<file path="config.mk">
export PLATFORM = sky130hd
export DESIGN_NAME = sdhm_monitor
export DESIGN_NICKNAME = d
export VERILOG_FILES = /design/src/sdhm_pkg.sv /design/src/sdhm_monitor.sv
export SDC_FILE = /design/constraint.sdc
export NUM_CORES = 1
export LEC_CHECK = 0
export ABC_CLOCK_PERIOD_IN_PS = 6520
export BUFFER_PORTS_ARGS = -buffer_cell sky130_fd_sc_hd__buf_4
export CAP_MARGIN = 5
export CORE_MARGIN = 2
export CORE_UTILIZATION = 29
export DETAILED_ROUTE_END_ITERATION = 12
export GPL_TIMING_DRIVEN = 0
export PLACE_DENSITY = 0.48
export REMOVE_ABC_BUFFERS = 1
export SLEW_MARGIN = 10
export SYNTH_ARGS = -nofsm -noshare
export SYNTH_HDL_FRONTEND = slang
export SYNTH_SLANG_ARGS = --single-unit
</file>
<file path="constraint.sdc">
create_clock -name clk_sys_in -period 6.52 [get_ports clk_sys_in]
set_input_delay 0.326 -clock clk_sys_in [delete_from_list [all_inputs] [get_ports clk_sys_in]]
set_output_delay 0.326 -clock clk_sys_in [all_outputs]
set_load 0.1 [all_outputs]
</file>
<file path="src/sdhm_pkg.sv">
// Shared constants and carrier types for the direction guard and homing monitor
package sdhm_pkg;

    // Widths
    localparam int SDHM_POS_W = 32;
    localparam int SDHM_CNT_W = 32;

    // Clock rate and timing
    localparam int SDHM_CLK_MHZ = 125;
    localparam int SDHM_DIR_DELAY_US_DEF = 0;
    localparam int SDHM_HOME_TMO_US_DEF = 0;
    localparam int SDHM_CYCLE_US = 1;
    localparam int SDHM_CYCLE_CLKS = SDHM_CYCLE_US * SDHM_CLK_MHZ;

    // Reset values
    localparam logic SDHM_TRUSTED_RST = 1'b0;
    localparam logic SDHM_NOERR_RST = 1'b1;
    localparam logic SDHM_TORQUE_RST = 1'b0;

    // Homing modes
    typedef enum logic [1:0]
    {
        SDHM_HOME_DIRECT = 2'h0,
        SDHM_HOME_SWITCH = 2'h1,
        SDHM_HOME_OFFSET = 2'h2,
        SDHM_HOME_OFFSET_CORR = 2'h3
    } sdhm_mode_t;

    // Encoder sample
    typedef struct packed
    {
        logic present;
        logic error;
        logic signed [SDHM_POS_W-1:0] position;
        logic [SDHM_POS_W-1:0] speed;
        logic ref_pulse;
    } sdhm_enc_t;

    // Configuration
    typedef struct packed
    {
        logic [SDHM_POS_W-1:0] position_tolerance;
        logic [SDHM_CNT_W-1:0] direction_start_delay;
        logic [SDHM_CNT_W-1:0] homing_timeout;
        logic signed [SDHM_POS_W-1:0] home_position;
        logic [SDHM_POS_W-1:0] max_trigger_speed;
        logic [SDHM_POS_W-1:0] blocking_distance;
        sdhm_mode_t mode;
        logic switch_edge_negative;
        logic trigger_negative;
        logic ref_pulse_used;
    } sdhm_cfg_t;

endpackage

</file>
<file path="src/sdhm_monitor.sv">
// Safe direction guard and safe homing monitor for one axis
`timescale 1ns/1ns
module sdhm_monitor #(
    parameter int CYCLE_CLKS = sdhm_pkg::SDHM_CYCLE_CLKS
)(
    // Clock and reset
    input wire logic clk_sys_in,
    input wire logic rst_n_in,
    // Requests, confirmation and home switch
    input wire logic req_positive_direction_guard_in,
    input wire logic req_negative_direction_guard_in,
    input wire logic homing_request_in,
    input wire logic error_confirm_in,
    input wire logic home_switch_input_in,
    // Encoder and configuration
    input wire sdhm_pkg::sdhm_enc_t enc_in,
    input wire sdhm_pkg::sdhm_cfg_t cfg_in,
    // Status
    output logic no_functional_error_out,
    output logic torque_enable_out,
    output logic direction_guard_ok_out,
    output logic position_trusted_flag_out,
    output logic homing_busy_out,
    output logic power_cycle_fault_out,
    output logic signed [sdhm_pkg::SDHM_POS_W-1:0] actual_position_out
);
    import sdhm_pkg::*;

    initial
    begin
        if (CYCLE_CLKS < 1)
        begin
            $error("CYCLE_CLKS must be at least 1");
        end
    end

    typedef enum logic [1:0] {SDHM_DIR_IDLE, SDHM_DIR_WAIT, SDHM_DIR_ACTIVE} sdhm_dir_t;
    typedef enum logic [1:0] {SDHM_H_IDLE, SDHM_H_RUN, SDHM_H_DONE} sdhm_hst_t;

    // Magnitude of a signed difference
    function automatic logic [SDHM_POS_W-1:0] sdhm_abs(input logic signed [SDHM_POS_W-1:0] v);
        sdhm_abs = v[SDHM_POS_W-1] ? SDHM_POS_W'(-v) : SDHM_POS_W'(v);
    endfunction

    // Synchronised pins (pins arrive from outside)
    logic [1:0] s_pos, s_neg, s_home, s_conf, s_sw;
    logic pos_q, neg_q, home_q, conf_q, sw_q;
    always_ff @(posedge clk_sys_in)
    begin
        if (!rst_n_in)
        begin
            s_pos <= 2'h0;
            s_neg <= 2'h0;
            s_home <= 2'h0;
            s_conf <= 2'h0;
            s_sw <= 2'h0;
        end
        else
        begin
            s_pos <= {s_pos[0], req_positive_direction_guard_in};
            s_neg <= {s_neg[0], req_negative_direction_guard_in};
            s_home <= {s_home[0], homing_request_in};
            s_conf <= {s_conf[0], error_confirm_in};
            s_sw <= {s_sw[0], home_switch_input_in};
        end
    end
    assign pos_q = s_pos[1];
    assign neg_q = s_neg[1];
    assign home_q = s_home[1];
    assign conf_q = s_conf[1];
    assign sw_q = s_sw[1];

    // Safety cycle tick; everything below except the output registers advances only on it
    logic [SDHM_CNT_W-1:0] cyc_cnt;
    logic tick;
    always_ff @(posedge clk_sys_in)
    begin
        if (!rst_n_in)
        begin
            cyc_cnt <= '0;
            tick <= 1'b0;
        end
        else if (cyc_cnt == SDHM_CNT_W'(CYCLE_CLKS - 1))
        begin
            cyc_cnt <= '0;
            tick <= 1'b1;
        end
        else
        begin
            cyc_cnt <= cyc_cnt + 1'b1;
            tick <= 1'b0;
        end
    end

    // Sampled copies held per safety cycle, so all monitors see one snapshot
    logic pos_r, neg_r, home_r, home_prev, sw_r, sw_prev, conf_r;
    sdhm_enc_t enc_r;
    logic signed [SDHM_POS_W-1:0] pos_prev;
    always_ff @(posedge clk_sys_in)
    begin
        if (!rst_n_in)
        begin
            pos_r <= 1'b0;
            neg_r <= 1'b0;
            home_r <= 1'b0;
            home_prev <= 1'b0;
            sw_r <= 1'b0;
            sw_prev <= 1'b0;
            conf_r <= 1'b0;
            enc_r <= '0;
            pos_prev <= '0;
        end
        else if (tick)
        begin
            pos_r <= pos_q;
            neg_r <= neg_q;
            home_prev <= home_r;
            home_r <= home_q;
            sw_prev <= sw_r;
            sw_r <= sw_q;
            conf_r <= conf_q;
            pos_prev <= enc_r.position;
            enc_r <= enc_in;
        end
    end

    logic enc_good;
    logic home_rise;
    logic signed [SDHM_POS_W-1:0] delta;
    assign enc_good = enc_r.present && !enc_r.error;
    assign home_rise = home_r && !home_prev;
    assign delta = enc_r.position - pos_prev;

    // Direction guard: request, delay, active with slave pointer
    sdhm_dir_t dir_st;
    logic [SDHM_CNT_W-1:0] dir_cnt;
    logic dir_neg;
    logic signed [SDHM_POS_W-1:0] ref_ptr;
    logic dir_violate, dir_enc_fail;
    logic dir_req;
    assign dir_req = pos_r || neg_r;
    // Forbidden distance measured from the furthest permitted point
    logic signed [SDHM_POS_W-1:0] back_dist;
    assign back_dist = dir_neg ? enc_r.position - ref_ptr : ref_ptr - enc_r.position;
    always_comb
    begin
        dir_violate = 1'b0;
        dir_enc_fail = 1'b0;
        if (dir_st != SDHM_DIR_IDLE && dir_req && !enc_good)
        begin
            dir_enc_fail = 1'b1;
        end
        if (dir_st == SDHM_DIR_ACTIVE && !back_dist[SDHM_POS_W-1]
            && back_dist > $signed(cfg_in.position_tolerance))
        begin
            dir_violate = 1'b1;
        end
    end

    always_ff @(posedge clk_sys_in)
    begin
        if (!rst_n_in)
        begin
            dir_st <= SDHM_DIR_IDLE;
            dir_cnt <= '0;
            dir_neg <= 1'b0;
            ref_ptr <= '0;
        end
        else if (tick)
        begin
            // Runs whatever other monitors do; nothing here gates on them
            unique case (dir_st)
                SDHM_DIR_IDLE:
                begin
                    if (dir_req)
                    begin
                        dir_neg <= neg_r && !pos_r;
                        dir_cnt <= '0;
                        dir_st <= SDHM_DIR_WAIT;
                    end
                end
                SDHM_DIR_WAIT:
                begin
                    if (!dir_req)
                    begin
                        dir_st <= SDHM_DIR_IDLE;
                    end
                    else if (dir_cnt >= cfg_in.direction_start_delay)
                    begin
                        ref_ptr <= enc_r.position;
                        dir_st <= SDHM_DIR_ACTIVE;
                    end
                    else
                    begin
                        dir_cnt <= dir_cnt + SDHM_CNT_W'(SDHM_CYCLE_US);
                    end
                end
                SDHM_DIR_ACTIVE:
                begin
                    if (!dir_req)
                    begin
                        dir_st <= SDHM_DIR_IDLE;
                    end
                    else if (back_dist[SDHM_POS_W-1])
                    begin
                        ref_ptr <= enc_r.position;
                    end
                end
                default:
                begin
                    dir_st <= SDHM_DIR_IDLE;
                end
            endcase
        end
    end

    // Homing sequencer
    sdhm_hst_t h_st;
    logic [SDHM_CNT_W-1:0] h_cnt;
    logic blk_on;
    logic signed [SDHM_POS_W-1:0] blk_start;
    logic h_enc_fail, h_timeout, in_dir, slow_ok, sw_edge, pulse_ok, h_done;
    logic signed [SDHM_POS_W-1:0] trusted_pos;
    assign h_enc_fail = (home_rise || h_st == SDHM_H_RUN) && home_r && !enc_good;
    assign h_timeout = h_st == SDHM_H_RUN && h_cnt >= cfg_in.homing_timeout;
    // Direction of travel this cycle, judged against the trigger direction
    assign in_dir = cfg_in.trigger_negative ? delta[SDHM_POS_W-1]
        : (!delta[SDHM_POS_W-1] && delta != '0);
    assign slow_ok = enc_r.speed <= cfg_in.max_trigger_speed;
    // Edge sense is fixed to positive travel, so negative travel sees the raw change inverted
    assign sw_edge = ((cfg_in.switch_edge_negative ^ cfg_in.trigger_negative)
        ? (sw_prev && !sw_r) : (!sw_prev && sw_r))
        && in_dir && slow_ok;
    assign pulse_ok = enc_r.ref_pulse && in_dir && slow_ok
        && !(blk_on && sdhm_abs(enc_r.position - blk_start) < cfg_in.blocking_distance);
    always_comb
    begin
        h_done = 1'b0;
        if (h_st == SDHM_H_RUN && home_r)
        begin
            unique case (cfg_in.mode)
                SDHM_HOME_DIRECT: h_done = 1'b1;
                SDHM_HOME_SWITCH: h_done = cfg_in.ref_pulse_used ? pulse_ok && blk_on : sw_edge;
                SDHM_HOME_OFFSET, SDHM_HOME_OFFSET_CORR:
                    h_done = cfg_in.ref_pulse_used ? pulse_ok : sw_edge;
            endcase
        end
    end

    always_ff @(posedge clk_sys_in)
    begin
        if (!rst_n_in)
        begin
            h_st <= SDHM_H_IDLE;
            h_cnt <= '0;
            blk_on <= 1'b0;
            blk_start <= '0;
            trusted_pos <= '0;
        end
        else if (tick)
        begin
            unique case (h_st)
                SDHM_H_IDLE:
                begin
                    if (home_rise)
                    begin
                        h_cnt <= '0;
                        blk_on <= 1'b0;
                        h_st <= SDHM_H_RUN;
                    end
                end
                SDHM_H_RUN:
                begin
                    h_cnt <= h_cnt + SDHM_CNT_W'(SDHM_CYCLE_US);
                    if (!home_r || h_timeout)
                    begin
                        h_st <= SDHM_H_IDLE;
                    end
                    else if (h_done)
                    begin
                        trusted_pos <= cfg_in.home_position;
                        h_st <= SDHM_H_DONE;
                    end
                    else if (sw_edge && cfg_in.ref_pulse_used && !blk_on)
                    begin
                        blk_on <= 1'b1;
                        blk_start <= enc_r.position;
                    end
                end
                SDHM_H_DONE:
                begin
                    if (!home_r)
                    begin
                        h_st <= SDHM_H_IDLE;
                    end
                end
                default:
                begin
                    h_st <= SDHM_H_IDLE;
                end
            endcase
        end
    end

    // Fail-safe latches; functional one needs confirmation, the other a power cycle
    logic func_fail, hard_fail;
    always_ff @(posedge clk_sys_in)
    begin
        if (!rst_n_in)
        begin
            func_fail <= 1'b0;
            hard_fail <= 1'b0;
        end
        else if (tick)
        begin
            if (h_enc_fail)
            begin
                hard_fail <= 1'b1;
            end
            // A new fault in the confirm cycle wins over the confirm
            if (dir_violate || dir_enc_fail || h_timeout)
            begin
                func_fail <= 1'b1;
            end
            else if (conf_r)
            begin
                func_fail <= 1'b0;
            end
        end
    end

    // Trusted latch outlives the request; dropping it after completion keeps the position
    logic homed;
    always_ff @(posedge clk_sys_in)
    begin
        if (!rst_n_in)
        begin
            homed <= SDHM_TRUSTED_RST;
        end
        else if (tick)
        begin
            if (h_st == SDHM_H_IDLE && home_rise)
            begin
                homed <= 1'b0;
            end
            else if (h_st == SDHM_H_RUN && !h_timeout && h_done)
            begin
                homed <= 1'b1;
            end
        end
    end

    // Outputs, all registered
    always_ff @(posedge clk_sys_in)
    begin
        if (!rst_n_in)
        begin
            no_functional_error_out <= SDHM_NOERR_RST;
            torque_enable_out <= SDHM_TORQUE_RST;
            direction_guard_ok_out <= 1'b0;
            position_trusted_flag_out <= SDHM_TRUSTED_RST;
            homing_busy_out <= 1'b0;
            power_cycle_fault_out <= 1'b0;
            actual_position_out <= '0;
        end
        else
        begin
            no_functional_error_out <= !func_fail;
            torque_enable_out <= !func_fail && !hard_fail;
            direction_guard_ok_out <= dir_st == SDHM_DIR_ACTIVE && !func_fail;
            position_trusted_flag_out <= homed && enc_good;
            homing_busy_out <= h_st == SDHM_H_RUN;
            power_cycle_fault_out <= hard_fail;
            actual_position_out <= enc_r.position - pos_prev + trusted_pos;
        end
    end

    // Checks
    a_violation_trips: assert property (@(posedge clk_sys_in) disable iff (!rst_n_in)
        tick && dir_violate |=> ##1 !no_functional_error_out && !torque_enable_out)
        else $error("direction violation did not trip");
    a_trusted_after_rise: assert property (@(posedge clk_sys_in) disable iff (!rst_n_in)
        tick && home_rise |=> ##1 !position_trusted_flag_out)
        else $error("trusted flag not cleared on homing start");
    a_hard_latched: assert property (@(posedge clk_sys_in) disable iff (!rst_n_in)
        power_cycle_fault_out |=> power_cycle_fault_out)
        else $error("power cycle fault released");
    a_abort_homing: assert property (@(posedge clk_sys_in) disable iff (!rst_n_in)
        tick && h_st == SDHM_H_RUN && !home_r |=> h_st == SDHM_H_IDLE)
        else $error("homing not aborted");
    a_timeout_fails: assert property (@(posedge clk_sys_in) disable iff (!rst_n_in)
        tick && h_timeout |=> func_fail)
        else $error("homing timeout did not fail");
    a_guard_ok_state: assert property (@(posedge clk_sys_in) disable iff (!rst_n_in)
        direction_guard_ok_out |-> $past(dir_st) == SDHM_DIR_ACTIVE)
        else $error("guard ok without active guard");
    a_enc_fail_dir: assert property (@(posedge clk_sys_in) disable iff (!rst_n_in)
        tick && dir_enc_fail |=> func_fail)
        else $error("encoder fault not tripped");
    a_pointer_follow: assert property (@(posedge clk_sys_in) disable iff (!rst_n_in)
        tick && dir_st == SDHM_DIR_ACTIVE && dir_req && back_dist[SDHM_POS_W-1]
        |=> ref_ptr == $past(enc_r.position))
        else $error("pointer did not follow");
endmodule

</file>
==> out/summary.md <==
Detailed placement finished with a half-perimeter wire length of 58390 µm. The number of I/O port buffers is 308. Among cell families on the critical path, the largest total delay comes from compound AO/OA/AOI/OAI gates. For the worst-skew pair, the clock arrives at the later sink with an insertion delay of 0.60 ns. Kind of start point of the critical path: a register.

The final layout contains 4214 nets. By count the netlist is led by 372 x sky130_fd_sc_hd__nor2_1, 356 x sky130_fd_sc_hd__dfxtp_1, 329 x sky130_fd_sc_hd__inv_1. For the final RePlAce weighted congestion, the log shows 0.8286. Based on the critical path, the design can be clocked at up to 163.6 MHz.

The synthesized netlist occupies a cell area of 26110 µm². On the critical path, the stage with the largest delay is an instance of sky130_fd_sc_hd__dfxtp_2. The maximum number of pins on one net before global-route repair is 92, and the average wire length per cell after detail routing is 15.63 µm. Including well taps, the total number of placed cells is 4628.

The run gives 3 as the largest buffer count on any clock path. The worst setup path endpoint was trusted_pos[1]$_SDFFE_PN0P_. Once the floorplan was initialized, standard cells occupied 29.14% of the core. Multiplexer fraction of the synthesized cell area: 8.107%. The synthesized area per cell came out at 8.025 µm². The area growth from synthesis to layout is 24.55%.

The first-pass GRT wire length is 119300 µm. The flow ran to the end, and the final reports show no timing, DRC or antenna violations. Critical path endpoint category: a register. Buffering stage count on the worst path with inverters included: 4.

Clock-pin slew was measured on the worst setup and hold paths at 0.06 ns. The fraction of synthesized cell area taken by the top area cell type is 27.29%. The die covers 92460 µm².

In this design, the stage delay of the slowest critical-path cell is 0.45 ns. The final worst-path setup slack is 0.4058 ns. Hold timing on the final database bottoms out at a slack of 0.04298 ns. Synthesis produced 3254 cells. The total power came out at 5.138 mW.

The number of antenna violations at the first check in global routing came out at 8. For this run, the leading register cell type out of synthesis is sky130_fd_sc_hd__dfxtp_1. Setup repair after global routing left no endpoint under its margin. The register bit total from synthesis was 356.

For this run, the register share of the synthesized area comes to 27.29%. The run gives 0 as the total count of hold-check failures in the final report. By area, the combinational part of the netlist is dominated by simple AND/OR/NAND/NOR gates. The critical path runs through a total of 28 cells.

The run gives 0 as the max-cap check violation count. The count of TritonRoute iterations in the first routing pass was 5. The global-route total usage across every layer was 15.93%; the placement-stage cell area was 29620 µm². Required time of the worst setup path: 7.05 ns. The setup path with the least slack is of type register to register. In this run the standard cell core region covers 89600 µm². Setup violations remaining at the end of the flow were counted as 0. The final standard cell count with taps included and fillers excluded was 4829.

The clock net in this run drives a total of 356 sinks. The worst supply voltage drop on vdd is 0.0001833 V. The worst hold path was traced through 3 stages. Measured along the x axis, the die boundary spans 304.1 µm.

In this run the remaining antenna-violating nets after routing total 0. The global-route congestion overflow total was 0; the overall routed net length was 75490 µm. After synthesis, the share of flip-flops with an asynchronous set or reset is 0%. The tightest min-delay check is of the primary input to register type. TritonCTS built the clock tree. The remaining max-slew budget at the tightest pin came out at 25.38%.

Library cell with the largest summed area after synthesis: sky130_fd_sc_hd__dfxtp_1. The count of yosys warnings during synthesis is 0, and the via count of the first global-routing pass is 22260. For the number of H-tree levels, the log shows 2.

The worst clock skew on the final layout is 0.02605 ns, and the detailed-route DRC error count is 0. The synthesized netlist devotes 7.144% of its cell area to XOR and XNOR gates. The run gives 15.19 nW as the reported leakage power. The areal power density over the cells came out at 158.0 nW/µm². The startpoint identified for the worst register-to-register timing path is enc_r[43]$_SDFFE_PN0P_. The row count is 110, and the share of synthesized cell area in and, or, nand and nor gates is 18.20%.

For the worst flop-to-flop path, the logic depth is 28. TritonCTS created 46 clock buffers. The die extent in y works out to 304.1 µm. Start point of the critical path: enc_r[43]$_SDFFE_PN0P_. Setup slack on the worst reg-to-reg path comes out at 0.41 ns. The detailed router placed 22630 vias in this run. Final number of max-transition violations: 0. The ratio of final minimum period to clock period came out at 93.78%. The tools report the endpoint arrival time on the critical path as 6.64 ns. In the final layout, the share of cells above drive strength 1 is 12.85%. Summing the areas of all compound-gate instances in the mapped netlist gives 16.93% of the synthesized area. Endpoint of the worst register-to-register path: trusted_pos[1]$_SDFFE_PN0P_. In this run, distinct cell masters in the synthesized netlist total 89.

Timing analysis after detailed placement gives a worst setup slack of -1.610 ns. In the post-synthesis netlist, the biggest area contributors are sky130_fd_sc_hd__dfxtp_1 27%, sky130_fd_sc_hd__ha_1 15%, sky130_fd_sc_hd__mux2i_1 7.9%, sky130_fd_sc_hd__nor2_1 5.3%, sky130_fd_sc_hd__inv_1 4.7%. The number of flops mapped to enable cells by yosys was 0. The finished cells cover 32520 µm².

Using the TritonRoute via totals, the vias-per-cell ratio works out to 4.686. The number of violations reported at the end of detailed-routing iteration 0 is 904, and the adder-cell share of the synthesized area is 15.67%. Among all cell types in the netlist, the one instantiated most often is sky130_fd_sc_hd__nor2_1.

In this run the worst path has a maximum fanout of 10. For the pin with the worst max-slew slack, the measured transition is 1.117 ns. During I/O placement, the number of pins put on the boundary was 309. Clock tree synthesis selected as its root buffer the cell sky130_fd_sc_hd__clkbuf_16. For the finished layout, the period the worst path requires is 6.114 ns.
[metal layers]
layer  up-vias  GRT usage, %  wire length, µm
li1      11970             -                -
met4        12         5.010             2362
met2       375         26.17            33150
met3       112         2.612             2985
met5         -             0               73
met1     10160         21.25            36910
[worst register-to-register path, delay by kind of cell, from the launching register on]
| kind | cells | cell delay, ns |
|---|---|---|
| compound gates | 14 | 2.65 |
| simple gates | 5 | 0.93 |
| buf+inv | 4 | 0.79 |
| fa+ha+maj | 2 | 0.62 |
| flops | 1 | 0.45 |
| xor+xnor | 2 | 0.43 |
| mux | 1 | 0.19 |
[layout by cell type, fill, tap and decap left out, types with 21 or more instances in the layout]
| cell | n |
|---|---|
| sky130_fd_sc_hd__a21o_1 | 137 |
| sky130_fd_sc_hd__a21oi_1 | 197 |
| sky130_fd_sc_hd__and2_1 | 30 |
| sky130_fd_sc_hd__and3_1 | 41 |
| sky130_fd_sc_hd__buf_4 | 318 |
| sky130_fd_sc_hd__clkbuf_16 | 47 |
| sky130_fd_sc_hd__dfxtp_1 | 345 |
| sky130_fd_sc_hd__dlygate4sd3_1 | 103 |
| sky130_fd_sc_hd__ha_1 | 319 |
| sky130_fd_sc_hd__inv_1 | 328 |
| sky130_fd_sc_hd__mux2i_1 | 207 |
| sky130_fd_sc_hd__nand2_1 | 284 |
| sky130_fd_sc_hd__nand3_1 | 71 |
| sky130_fd_sc_hd__nand4_1 | 56 |
| sky130_fd_sc_hd__nor2_1 | 372 |
| sky130_fd_sc_hd__nor2b_1 | 33 |
| sky130_fd_sc_hd__nor3_1 | 39 |
| sky130_fd_sc_hd__o21a_1 | 26 |
| sky130_fd_sc_hd__o21ai_0 | 114 |
| sky130_fd_sc_hd__o21bai_1 | 24 |
| sky130_fd_sc_hd__or3_1 | 21 |
| sky130_fd_sc_hd__xnor2_1 | 107 |
| sky130_fd_sc_hd__xor2_1 | 103 |
[logic make-up after synthesis]
group / Yosys count
and+or+nand+nor: 1027
DFF: 356
xor gates and xnor gates: 213
AOI/OAI and AO/OA: 674
buffers and inverters: 449
muxes: 211
adders and majority gates: 324
[through the flow]
stage               util, %  TNS (ns)
floorplan                 -    -12.35
global placement      32.81   -435.32
detailed placement    33.06    -94.30
CTS                   36.14         0
global route          36.29         0
finish                36.30         0
[cell type report]
| cell class | count | area, µm² |
|---|---|---|
| fillers | 9354 | 57080 |
| multi-input cells | 2449 | 17400 |
| flip-flops and latches | 356 | 7146 |
| repair buffers | 436 | 3726 |
| well taps | 1176 | 1471 |
| clock buffers | 62 | 1311 |
| inverters | 330 | 1246 |
| clock inverters | 18 | 214.0 |
| diodes | 2 | 5.005 |
[state kept, by name, indices dropped and copies added (netlist names), 32 cells and up]
signal	cells
cyc_cnt	32
trusted_pos	32
blk_start	32
actual_position_out	32
h_cnt	32
ref_ptr	32
enc_r	67
pos_prev	32
dir_cnt	32
[report_power, final]
part	leakage, nW	internal (mW)	switching (mW)
Clock	0.740	1.53	1.08
Combinational	11.6	0.189	0.154
Sequential	2.88	2.18	0.00226
[worst min path at each step]
stage,start,to,slack [ns]
global placement,s_home[0]$_SDFF_PN0_,s_home[1]$_SDFF_PN0_,0.42
floorplan,func_fail$_SDFFE_PN0P_,no_functional_error_out$_SDFF_PN1_,0.38
finish,cfg_in[99],trusted_pos[30]$_SDFFE_PN0P_,0.04
detailed placement,s_pos[0]$_SDFF_PN0_,s_pos[1]$_SDFF_PN0_,0.42
CTS,cfg_in[99],trusted_pos[30]$_SDFFE_PN0P_,0.04
global route,cfg_in[99],trusted_pos[30]$_SDFFE_PN0P_,0.04
[what timing repair did]
item                       CTS  global route
pin swaps                    5             8
gates resized for setup     23            20
hold buffers               103             0
gates cloned                 0             1
hold endpoints to repair   103             0
setup endpoints to repair   68            68
setup buffers               10             5
Note: power is estimated with default switching activity, not from simulation.
